**config.mk**
```make
export PLATFORM = sky130hd
export DESIGN_NAME = ipv6_icmp_rule_matcher
export DESIGN_NICKNAME = d
export VERILOG_FILES = /design/src/rtl/rule_matcher_pkg.sv /design/src/rtl/src_cmp_if.sv /design/src/rtl/src_mask_cmp.sv /design/src/rtl/ipv6_icmp_rule_matcher.sv
export VERILOG_INCLUDE_DIRS = /design/src /design/src/rtl
export SDC_FILE = /design/constraint.sdc
export NUM_CORES = 1
export LEC_CHECK = 0
export BUFFER_PORTS_ARGS = -buffer_cell sky130_fd_sc_hd__buf_2
export CORE_MARGIN = 4
export CORE_UTILIZATION = 40
export DETAILED_ROUTE_END_ITERATION = 6
export GPL_ROUTABILITY_DRIVEN = 0
export MAX_ROUTING_LAYER = met4
export PLACE_DENSITY_LB_ADDON = 0.05
export SYNTH_ARGS = -nofsm -noshare
export SYNTH_HDL_FRONTEND = slang
export SYNTH_SLANG_ARGS = --single-unit
```
**constraint.sdc**
```tcl
create_clock -name pclk -period 4.6 [get_ports pclk]
set_input_delay 0.46 -clock pclk [delete_from_list [all_inputs] [get_ports pclk]]
set_output_delay 0.46 -clock pclk [all_outputs]
set_load 0.03 [all_outputs]
```
**src/rtl/rule_matcher_cfg.svh**
```systemverilog
// Register offsets, field positions, reset values and protocol numbers of the rule matcher
`ifndef RULE_MATCHER_CFG_SVH
`define RULE_MATCHER_CFG_SVH

// Byte offsets on the APB bus
`define OFF_CTRL       8'h00
`define OFF_VALUES     8'h04
`define OFF_SRC_WORD   8'h08
`define OFF_SRC_MASK   8'h0C
`define OFF_STATUS     8'h10
`define OFF_FRAME_CNT  8'h14
`define OFF_HIT_CNT    8'h18

// Control register fields
`define CTRL_W         9
`define ENABLE_BIT     0
`define NH_SEL_LSB     1
`define NH_SEL_MSB     3
`define HOP_SEL_LSB    4
`define HOP_SEL_MSB    5
`define SRC_EN_BIT     6
`define TYPE_EN_BIT    7
`define CODE_EN_BIT    8

// Value register fields
`define VALUES_W       24
`define NH_VAL_LSB     0
`define NH_VAL_MSB     7
`define TYPE_VAL_LSB   8
`define TYPE_VAL_MSB   15
`define CODE_VAL_LSB   16
`define CODE_VAL_MSB   23

// Status register width
`define STATUS_W       7

// Reset values
`define CTRL_RST       9'h000
`define VALUES_RST     24'h000000
`define SRC_WORD_RST   32'h00000000
`define SRC_MASK_RST   32'hFFFFFFFF

// Upper-layer protocol numbers carried in the next-header field
`define PROTO_ICMPV6   8'h3A
`define PROTO_UDP      8'h11
`define PROTO_TCP      8'h06

`endif

```
**src/rtl/rule_matcher_pkg.sv**
```systemverilog
// Types shared by the rule matcher files
package rule_matcher_pkg;

    // Next-header selector, encoded 0 to 4 in this order
    typedef enum logic [2:0] {
        NH_ANY,
        NH_SPECIFIC,
        NH_ICMP,
        NH_UDP,
        NH_TCP
    } nh_sel_t;

    // Hop-limit selector, encoded 0 to 2 in this order
    typedef enum logic [1:0] {
        HOP_ANY,
        HOP_ZERO,
        HOP_NONZERO
    } hop_sel_t;

endpackage

```
**src/rtl/src_cmp_if.sv**
```systemverilog
// Carrier between the matcher and its masked source-address comparator
`timescale 1ns/1ps
interface src_cmp_if;
    logic [31:0] frame_word;
    logic [31:0] cfg_word;
    logic [31:0] cfg_mask;
    logic        hit;

    modport matcher (output frame_word, output cfg_word, output cfg_mask, input hit);
    modport cmp     (input frame_word, input cfg_word, input cfg_mask, output hit);
endinterface

```
**src/rtl/src_mask_cmp.sv**
```systemverilog
// Masked comparison of the low source-address word against the configured word
`timescale 1ns/1ps
module src_mask_cmp (
    src_cmp_if.cmp cmp_bus
);
    logic [31:0] bit_miss;

    // A zero mask bit can never produce a miss, so it is don't-care
    genvar i;
    generate
        for (i = 0; i < 32; i = i + 1)
        begin : g_bit
            assign bit_miss[i] = cmp_bus.cfg_mask[i]
                               & (cmp_bus.cfg_word[i] ^ cmp_bus.frame_word[i]);
        end
    endgenerate

    // Same as (word & mask) == (addr & mask)
    assign cmp_bus.hit = ~|bit_miss;
endmodule

```
**src/rtl/ipv6_icmp_rule_matcher.sv**
```systemverilog
// One IPv6/ICMP access-control rule entry with its APB register file
`timescale 1ns/1ps
`include "rule_matcher_cfg.svh"

// How it works
// - Next-header selector at any: the next-header field is ignored.
// - Specific selector: next-header must equal the configured 8-bit value.
// - ICMP selector: only ICMPv6 frames match; ICMP type and code checks apply.
// - UDP selector: only frames carrying UDP match.
// - TCP selector: only frames carrying TCP match.
// - Source selector at any: the source address is ignored.
// - Source filtering looks at the low 32 address bits only.
// - A zero mask bit makes that address bit don't-care.
// - Hit when configured word and mask equals frame word and mask.
// - Hop selector zero: frames with hop limit above zero never match.
// - Hop selector non-zero: hop above zero matches; any allows all values.
// - ICMP type selector at any: the type field is ignored.
// - Specific type: ICMP type must equal the configured 8-bit value.
// - ICMP code selector at any: the code field is ignored.
// - Specific code: ICMP code must equal the configured 8-bit value.
module ipv6_icmp_rule_matcher (
    input  wire logic        pclk,
    input  wire logic        presetn,
    input  wire logic        psel,
    input  wire logic        penable,
    input  wire logic        pwrite,
    input  wire logic [7:0]  paddr,
    input  wire logic [31:0] pwdata,
    input  wire logic [3:0]  pstrb,
    output wire logic [31:0] prdata,
    output wire logic        pready,
    output wire logic        pslverr,
    input  wire logic        hdr_valid,
    input  wire logic [7:0]  hdr_next_header,
    input  wire logic [31:0] hdr_src_low,
    input  wire logic [7:0]  hdr_hop_limit,
    input  wire logic [7:0]  hdr_icmp_type,
    input  wire logic [7:0]  hdr_icmp_code,
    output wire logic        match_valid,
    output wire logic        match_hit
);

    // Configuration registers
    logic [`CTRL_W-1:0]   ctrl_q;
    logic [`VALUES_W-1:0] values_q;
    logic [31:0]          src_word_q;
    logic [31:0]          src_mask_q;

    // Observed state
    logic [`STATUS_W-1:0] status_q;
    logic                 frame_seen_q;
    logic [31:0]          frame_cnt_q;
    logic [31:0]          frame_cnt_d;
    logic [31:0]          hit_cnt_q;
    logic [31:0]          hit_cnt_d;

    // Bus answer registers
    logic [31:0]          prdata_q;
    logic                 pready_q;
    logic                 pslverr_q;

    // Match result registers
    logic                 match_valid_q;
    logic                 match_hit_q;

    // Decoded configuration
    rule_matcher_pkg::nh_sel_t  nh_sel;
    rule_matcher_pkg::hop_sel_t hop_sel;
    wire logic       entry_en;
    wire logic       src_en;
    wire logic       type_en;
    wire logic       code_en;
    wire logic [7:0] nh_val;
    wire logic [7:0] type_val;
    wire logic [7:0] code_val;

    // Per-criterion results
    logic            nh_ok;
    logic            hop_ok;
    wire logic       icmp_applies;
    wire logic       src_ok;
    wire logic       type_ok;
    wire logic       code_ok;
    wire logic       hit_now;

    // Bus decode
    wire logic        setup_phase;
    wire logic        access_done;
    wire logic        sel_ctrl;
    wire logic        sel_values;
    wire logic        sel_src_word;
    wire logic        sel_src_mask;
    wire logic        sel_status;
    wire logic        sel_frame_cnt;
    wire logic        sel_hit_cnt;
    wire logic        addr_mapped;
    wire logic        wr_ok;
    wire logic        cnt_clear;
    wire logic [31:0] wmask;
    wire logic [31:0] ctrl_wr;
    wire logic [31:0] values_wr;
    wire logic [31:0] src_word_wr;
    wire logic [31:0] src_mask_wr;
    wire logic [31:0] rd_mux;

    src_cmp_if src_bus ();

    src_mask_cmp u_src_cmp (
        .cmp_bus (src_bus.cmp)
    );

    // Configuration fields
    // Illegal selector codes are kept and refused by the criteria below

    assign nh_sel   = rule_matcher_pkg::nh_sel_t'(ctrl_q[`NH_SEL_MSB:`NH_SEL_LSB]);
    assign hop_sel  = rule_matcher_pkg::hop_sel_t'(ctrl_q[`HOP_SEL_MSB:`HOP_SEL_LSB]);
    assign entry_en = ctrl_q[`ENABLE_BIT];
    assign src_en   = ctrl_q[`SRC_EN_BIT];
    assign type_en  = ctrl_q[`TYPE_EN_BIT];
    assign code_en  = ctrl_q[`CODE_EN_BIT];
    assign nh_val   = values_q[`NH_VAL_MSB:`NH_VAL_LSB];
    assign type_val = values_q[`TYPE_VAL_MSB:`TYPE_VAL_LSB];
    assign code_val = values_q[`CODE_VAL_MSB:`CODE_VAL_LSB];

    // Next-header criterion
    // Protocol numbers are fixed; only the specific mode reads the value

    always_comb
    begin
        unique case (nh_sel)
            rule_matcher_pkg::NH_ANY:      nh_ok = 1'b1;
            rule_matcher_pkg::NH_SPECIFIC: nh_ok = (hdr_next_header == nh_val);
            rule_matcher_pkg::NH_ICMP:     nh_ok = (hdr_next_header == `PROTO_ICMPV6);
            rule_matcher_pkg::NH_UDP:      nh_ok = (hdr_next_header == `PROTO_UDP);
            rule_matcher_pkg::NH_TCP:      nh_ok = (hdr_next_header == `PROTO_TCP);
            // Codes 5 to 7 are illegal; refusing every frame is the safe side
            default:                       nh_ok = 1'b0;
        endcase
    end

    assign icmp_applies = (nh_sel == rule_matcher_pkg::NH_ICMP);

    // Source-address criterion
    // The upper 96 address bits never reach this block

    assign src_bus.frame_word = hdr_src_low;
    assign src_bus.cfg_word   = src_word_q;
    assign src_bus.cfg_mask   = src_mask_q;

    assign src_ok = ~src_en | src_bus.hit;

    // Hop-limit criterion
    // Only zero against non-zero matters, so no value is configured

    always_comb
    begin
        unique case (hop_sel)
            rule_matcher_pkg::HOP_ANY:     hop_ok = 1'b1;
            rule_matcher_pkg::HOP_ZERO:    hop_ok = (hdr_hop_limit == 8'h00);
            rule_matcher_pkg::HOP_NONZERO: hop_ok = (hdr_hop_limit != 8'h00);
            // Code 3 is illegal and matches nothing
            default:                       hop_ok = 1'b0;
        endcase
    end

    // ICMP criteria
    // Only meaningful when the ICMP selector is chosen

    assign type_ok = ~icmp_applies | ~type_en | (hdr_icmp_type == type_val);

    assign code_ok = ~icmp_applies | ~code_en | (hdr_icmp_code == code_val);

    assign hit_now = entry_en & nh_ok & src_ok & hop_ok & type_ok & code_ok;

    // Match result
    // One cycle after the header strobe, straight from flops

    always_ff @(posedge pclk or negedge presetn)
    begin
        if (!presetn)
        begin
            match_valid_q <= 1'b0;
            match_hit_q   <= 1'b0;
        end
        else
        begin
            match_valid_q <= hdr_valid;
            match_hit_q   <= hdr_valid & hit_now;
        end
    end

    assign match_valid = match_valid_q;
    assign match_hit   = match_hit_q;

    // Criterion snapshot of the latest frame, for software debugging of the entry
    always_ff @(posedge pclk or negedge presetn)
    begin
        if (!presetn)
        begin
            status_q     <= '0;
            frame_seen_q <= 1'b0;
        end
        else if (hdr_valid)
        begin
            status_q     <= {frame_seen_q, code_ok, type_ok, hop_ok, src_ok, nh_ok, hit_now};
            frame_seen_q <= 1'b1;
        end
    end

    // Frame and hit counters
    // A count in the clearing cycle survives, so no frame is lost

    assign frame_cnt_d = cnt_clear ? {31'h0, hdr_valid}
                                   : frame_cnt_q + {31'h0, hdr_valid};
    assign hit_cnt_d   = cnt_clear ? {31'h0, hdr_valid & hit_now}
                                   : hit_cnt_q + {31'h0, hdr_valid & hit_now};

    always_ff @(posedge pclk or negedge presetn)
    begin
        if (!presetn)
        begin
            frame_cnt_q <= 32'h0;
            hit_cnt_q   <= 32'h0;
        end
        else
        begin
            frame_cnt_q <= frame_cnt_d;
            hit_cnt_q   <= hit_cnt_d;
        end
    end

    // APB slave
    // One access phase after every setup; fixed latency keeps software simple

    assign setup_phase   = psel & ~penable;
    assign access_done   = psel & penable & pready_q;

    assign sel_ctrl      = (paddr == `OFF_CTRL);
    assign sel_values    = (paddr == `OFF_VALUES);
    assign sel_src_word  = (paddr == `OFF_SRC_WORD);
    assign sel_src_mask  = (paddr == `OFF_SRC_MASK);
    assign sel_status    = (paddr == `OFF_STATUS);
    assign sel_frame_cnt = (paddr == `OFF_FRAME_CNT);
    assign sel_hit_cnt   = (paddr == `OFF_HIT_CNT);
    assign addr_mapped   = sel_ctrl | sel_values | sel_src_word | sel_src_mask
                         | sel_status | sel_frame_cnt | sel_hit_cnt;

    // Writes land only at the edge that completes the access
    assign wr_ok     = access_done & pwrite & addr_mapped;
    assign cnt_clear = wr_ok & sel_frame_cnt;

    genvar b;
    generate
        for (b = 0; b < 4; b = b + 1)
        begin : g_lane
            assign wmask[8*b+7:8*b] = {8{pstrb[b]}};
        end
    endgenerate

    assign ctrl_wr     = ({{(32-`CTRL_W){1'b0}}, ctrl_q} & ~wmask) | (pwdata & wmask);
    assign values_wr   = ({{(32-`VALUES_W){1'b0}}, values_q} & ~wmask) | (pwdata & wmask);
    assign src_word_wr = (src_word_q & ~wmask) | (pwdata & wmask);
    assign src_mask_wr = (src_mask_q & ~wmask) | (pwdata & wmask);

    always_ff @(posedge pclk or negedge presetn)
    begin
        if (!presetn)
        begin
            ctrl_q     <= `CTRL_RST;
            values_q   <= `VALUES_RST;
            src_word_q <= `SRC_WORD_RST;
            src_mask_q <= `SRC_MASK_RST;
        end
        else if (wr_ok)
        begin
            if (sel_ctrl)
                ctrl_q <= ctrl_wr[`CTRL_W-1:0];
            if (sel_values)
                values_q <= values_wr[`VALUES_W-1:0];
            if (sel_src_word)
                src_word_q <= src_word_wr;
            if (sel_src_mask)
                src_mask_q <= src_mask_wr;
        end
    end

    // Reserved bits read as zero
    assign rd_mux =
          ({32{sel_ctrl}}      & {{(32-`CTRL_W){1'b0}}, ctrl_q})
        | ({32{sel_values}}    & {{(32-`VALUES_W){1'b0}}, values_q})
        | ({32{sel_src_word}}  & src_word_q)
        | ({32{sel_src_mask}}  & src_mask_q)
        | ({32{sel_status}}    & {{(32-`STATUS_W){1'b0}}, status_q})
        | ({32{sel_frame_cnt}} & frame_cnt_q)
        | ({32{sel_hit_cnt}}   & hit_cnt_q);

    // Read data is captured in the setup cycle so it leaves a flop; a counter
    // that moves during the access phase shows its setup-cycle value
    always_ff @(posedge pclk or negedge presetn)
    begin
        if (!presetn)
        begin
            prdata_q  <= 32'h0;
            pready_q  <= 1'b0;
            pslverr_q <= 1'b0;
        end
        else
        begin
            pready_q  <= setup_phase;
            pslverr_q <= setup_phase & ~addr_mapped;
            if (setup_phase)
                prdata_q <= (pwrite ? 32'h0 : rd_mux);
            else if (access_done)
                prdata_q <= 32'h0;
        end
    end

    assign prdata  = prdata_q;
    assign pready  = pready_q;
    assign pslverr = pslverr_q;

endmodule

```
* Word level (Yosys, flattened, before mapping)
Index checks and enable logic that the tools add are counted.
** Word-level totals
- Bits in registers :: 205
- Input bits :: 114
- Logic and storage cells :: 169
** Operators by class
- Add/subtract/negate cells :: 2
- Equal/unequal tests :: 18
- Multiplexer cells :: 7
- Bitwise logic cells :: 117
- Reduce and logical (&&, ||, !) cells :: 12
** Operators by type and width (count)
- 32-bit bitwise OR :: 8
- 32-bit bitwise AND :: 7
- 32-bit two-way mux :: 5
- 32-bit by 1-bit adder with 32-bit output :: 2
- 1-bit bitwise AND :: 45
- 32-bit by 24-bit bitwise AND with 32-bit output :: 1
- 32-bit by 7-bit bitwise AND with 32-bit output :: 1
- 32-bit by 9-bit bitwise AND with 32-bit output :: 1
- 8-bit by 5-bit == test with 1-bit output, second input constant :: 4
- 32-bit inverter :: 1
- 32-bit OR reduction :: 1
- 1-bit bitwise XOR :: 32
- 24-bit bitwise AND :: 1
- 8-bit == test :: 3
- 24-bit bitwise OR :: 1
- 8-bit by 3-bit == test with 1-bit output, second input constant :: 2
- 8-bit by 4-bit == test with 1-bit output, second input constant :: 2
- 8-bit zero test :: 2
- 1-bit bitwise OR :: 11
- 9-bit bitwise AND :: 1
- 9-bit bitwise OR :: 1
- 8-bit by 6-bit == test with 1-bit output, second input constant :: 1
- 2-bit AND reduction :: 4
- 8-bit nonzero test :: 1
- 12 further kinds :: 18

* Logic depth before layout (Yosys ltp)
- Depth after elaboration :: 12
- Gate-level depth with buffers :: 14
- Gate-level depth less buffers :: 12

* Modules after synthesis
A second synthesis with hierarchy kept.
** Unflattened totals
- Cell total of the unflattened synthesis :: 946
- Area, all modules :: 10362.4 um2
** Modules (own cells, without submodules)
- ipv6_icmp_rule_matcher :: times used 1, cells an instance 893, area each 9924.5 um2
- src_mask_cmp :: times used 1, cells an instance 53, area each 437.9 um2

* Worst setup path before layout
No wires, ideal clock.
- Kind :: flip-flop to flip-flop
- From :: register with a tool-made name
- To :: register hit_cnt_q[31]
- Setup time :: 121 ps
- Arrival :: 2891 ps
- Data required time :: 4479 ps
- Setup slack :: 1588 ps
- Stages on the path, launching flop included :: 13
- Buffers on the path :: 0
- Period minus slack after synthesis :: 3012 ps
- Path through :: dfrtp_1 > mux2_4 > o32a_1 > a2111oi_2 > and4_1 > a31oi_2 > nor2_1 > ha_1 > nand4_2 > nor3_2 > nand4_1 > xor2_1 > nor2_1
** RTL lines
- to (signal assigned) :: line ipv6_icmp_rule_matcher.sv:228 : hit_cnt_q <= hit_cnt_d;
- to (decl) :: line ipv6_icmp_rule_matcher.sv:54 : logic [31:0] hit_cnt_q;

==> summary.md <==
| Metric | Value |
|---|---|
| Routed wire per std cell | 23.3 um |
| Final setup vio count | 0 |
| CORE AREA | 0.0255 mm^2 |
| Die area | 0.0289 mm^2 |
| Drt via density | 5.62 |
| Clock power share | 47.7% |
| Switching Share | 23.6% |
| Unique cell type count in the Yosys netlist | between 60 and 70 |
| Number of max-cap violations | 0 |
| Tcrit/Tclk final | 86.2% |
| Grt total ovfl | 0 |
| DRT Pass-1 Iters | 6 |
| HPWL after detailed placement | 24.1 mm |
| Setup crit start kind | register |
| Reg2Reg Setup Slack | 640 ps |
| Fin crit period | 3960 ps |
| Core Rows | slightly below 60 |
| Root Driver | clkbuf_16 |
| Worst slew margin | 35.9% |
| Wirelength, routed | 33.2 mm |
| Share of layout cells above drive strength 1 | around a quarter |
| Final hold slack | approximately 78 ps |
| CTS sink cnt | 205 |
| Starting density of the core | 41.2% |
| Clock Latency Late Sink | 510 ps |
| Post-CTS sizing | 0 |
| Final worst clock skew | ~10 ps |
| Fin. Hold Viols | 0 |
| Lkg Pwr | 5.91 nW |
| Total CTS buffers | 24 |
| Psw | 0.968 mW |
| Die span in x | around 170 um |
| Yosys warning total | 0 |
| Util after Layout | between 40% and 50% |
| WS Path Type | reg -> reg |
| Number of global-route vias before repair | 8212 |
| Unrepaired setup endpoints after global routing | no |
| Ant diodes | 0 |
| Req. time, crit path | around 5000 ps |
| First-pass GRT wire length | 50.2 mm |
| PortBufs | 149 |
| Synth Flop Type | dfrtp_1 |
| Synth Register Bits | slightly above 200 |
| Arrival time worst endpoint | 4350 ps |
| Peak VDD IR | 220 uV |
| Mapped Area | 0.0105 mm^2 |
| Clk pin slew, worst setup/hold paths | 60 ps |
| Vias | 8019 |
| NumNets Final | 1197 |
| Post-synthesis async set-or-reset flop share | 100% |
| Synth Instances | 939 |
| Synthesis-to-finish area growth | 17.8% |
| Reg power frac | 45.9% |
| Worst hold-check path type | in -> async |
| P per Cell Area | ~330 mW/mm^2 |
| Status | completed |
| Drt drc | 0 |
| Pin count of the biggest net entering global routing | approximately 110 |
| Antenna violations before repair | 0 |
| CTS tree | built |
| Seq/Total Area, Yosys | roughly half |
| Max Freq | 252 MHz |
| Number of pins with negative max-slew slack in the final report | 0 |
| Gate power share | 6.4% |
| Setup TNS | 0 ps |
| Clk buf depth | 3 |
| Int Power | around 3.1 mW |
| CTS H-tree depth | 1 |
| Critical Path End Type | register |
| Post-CTS Setup Inserts | 0 |
| Post-synth EDFFs | 0 |
| Worst-path fanout max | 18 |
| Antenna-violating nets left | 0 |
| I/O pin cnt | 150 |
| PnR Total Power | about 4.1 mW |
| Syn nets | 1057 |
| GRT Util Overall | 23.3% |
| DRT iter0 DRCs | 666 |
| Die Span Y | approximately 170 um |
| Worst-Margin Slew | 962 ps |
| Post-synthesis average cell area | about 11 um^2 |
| Cts hold-fix bufs | 0 |
[final timing paths]
kind | to | cells past startpoint | from
worst max-delay path | hit_cnt_q[24] | 12 | register
worst min-delay path | async pin | 1 | presetn
worst max register to register | hit_cnt_q[24] | 12 | register
worst min register to register | frame_seen_q | 1 | frame_seen_q
max in group asynchronous | async pin | 2 | presetn
min in group pclk | register | 2 | pwdata[29]
[critical path: stages, from the launching register on]
cell	delay, ps
dfrtp_1	680
nor3b_2	540
a21oi_1	100
a2111oi_2	350
and4_1	250
a31oi_2	190
nor2_1	240
ha_1	300
nand4_2	240
nor3_2	530
nand4_1	180
xor2_1	160
nor2_1	60
[kinds of logic after synthesis]
logic type      synth area share [%]
flops                           49.3
xor+xnor                        8.44
mux                             13.0
buf+inv                         2.54
fa+ha+maj                      0.477
compound gates                  12.3
simple gates                    14.0
[cells in the mapped netlist, drive strengths merged, types with 3 or more instances]
cell      n  share of area (%)
nand2    75                2.7
a22o     34                2.8
buf      32                1.6
a222oi   14                1.3
xnor2    42                3.5
and2      3               0.18
a22oi    22                1.6
a31oi     5               0.36
nor4      8               0.54
o21ai    41                2.0
nor3     13               0.82
mux2    101                 11
dfrtp   173                 41
and4     10               0.84
nor2b     7               0.42
inv      12               0.43
mux2i    22                2.1
nor3b     4               0.33
nor2     62                2.2
ha        4               0.48
a221o    18                1.7
nand3    33                1.9
and3     15               0.90
nand4    23                1.6
xor2     59                4.9
clkbuf   14               0.50
dfstp    32                8.0
or3      13               0.78
nand2b    3               0.18
a21oi    20               0.95
[area by class of cell]
class	count	area, um^2
Inverter	12	45.0
Multi-Input combinational cell	676	5050
Fill cell	2378	13100
Tap cell	330	413
Sequential cell	205	5170
Timing Repair Buffer	160	862
Clock buffer	38	734
Clock inverter	5	75.1
[cells in the final DEF, fill, tap and decap left out, types with 14 or more instances in the layout]
cell type	Yosys	final
dfrtp_1	173	173
buf_2	24	148
mux2_1	95	95
nand2_1	75	75
nor2_1	62	61
xor2_1	59	59
xnor2_1	42	42
a22o_1	34	34
o21ai_0	33	33
dfstp_2	32	32
nand3_1	27	27
clkbuf_16	0	25
a22oi_1	22	22
mux2i_1	22	22
a21oi_1	20	20
nand4_1	20	20
a221o_1	18	18
and3_1	15	15
a222oi_1	14	14
[through the flow]
stage / instance area [um^2] / worst slack [ps] / std cells
after CTS: 12400 / 677 / 1426
after global routing: 12400 / 263 / 1426
after global placement: 11500 / 779 / 1383
final: 12400 / 636 / 1426
after floorplan: 10500 / 1590 / 939
after detailed placement: 11500 / 688 / 1383
[power by group through the flow]
stage | Sequential (mW) | Combinational (mW) | Clock (mW)
after detailed placement | 1.92 | 0.269 | 0
final | 1.89 | 0.265 | 1.96
after CTS | 1.88 | 0.269 | 2.00
after floorplan | 1.90 | 0.115 | 0
after global placement | 1.92 | 0.267 | 0
after global routing | 1.89 | 0.296 | 2.07
[metal layers]
| metal | GRT usage [%] | up-vias | part of all wire [%] | routed length, um |
|---|---|---|---|---|
| met4 | 5.69 | 0 | 2.8 | 928 |
| li1 | - | 3730 | - | - |
| met5 | - | - | 0 | 0 |
| met3 | 3.14 | 56 | 4.8 | 1600 |
| met1 | 34.8 | 4010 | 49 | 16400 |
| met2 | 33.6 | 223 | 43 | 14300 |
Note: power is estimated with default switching activity, not from simulation.
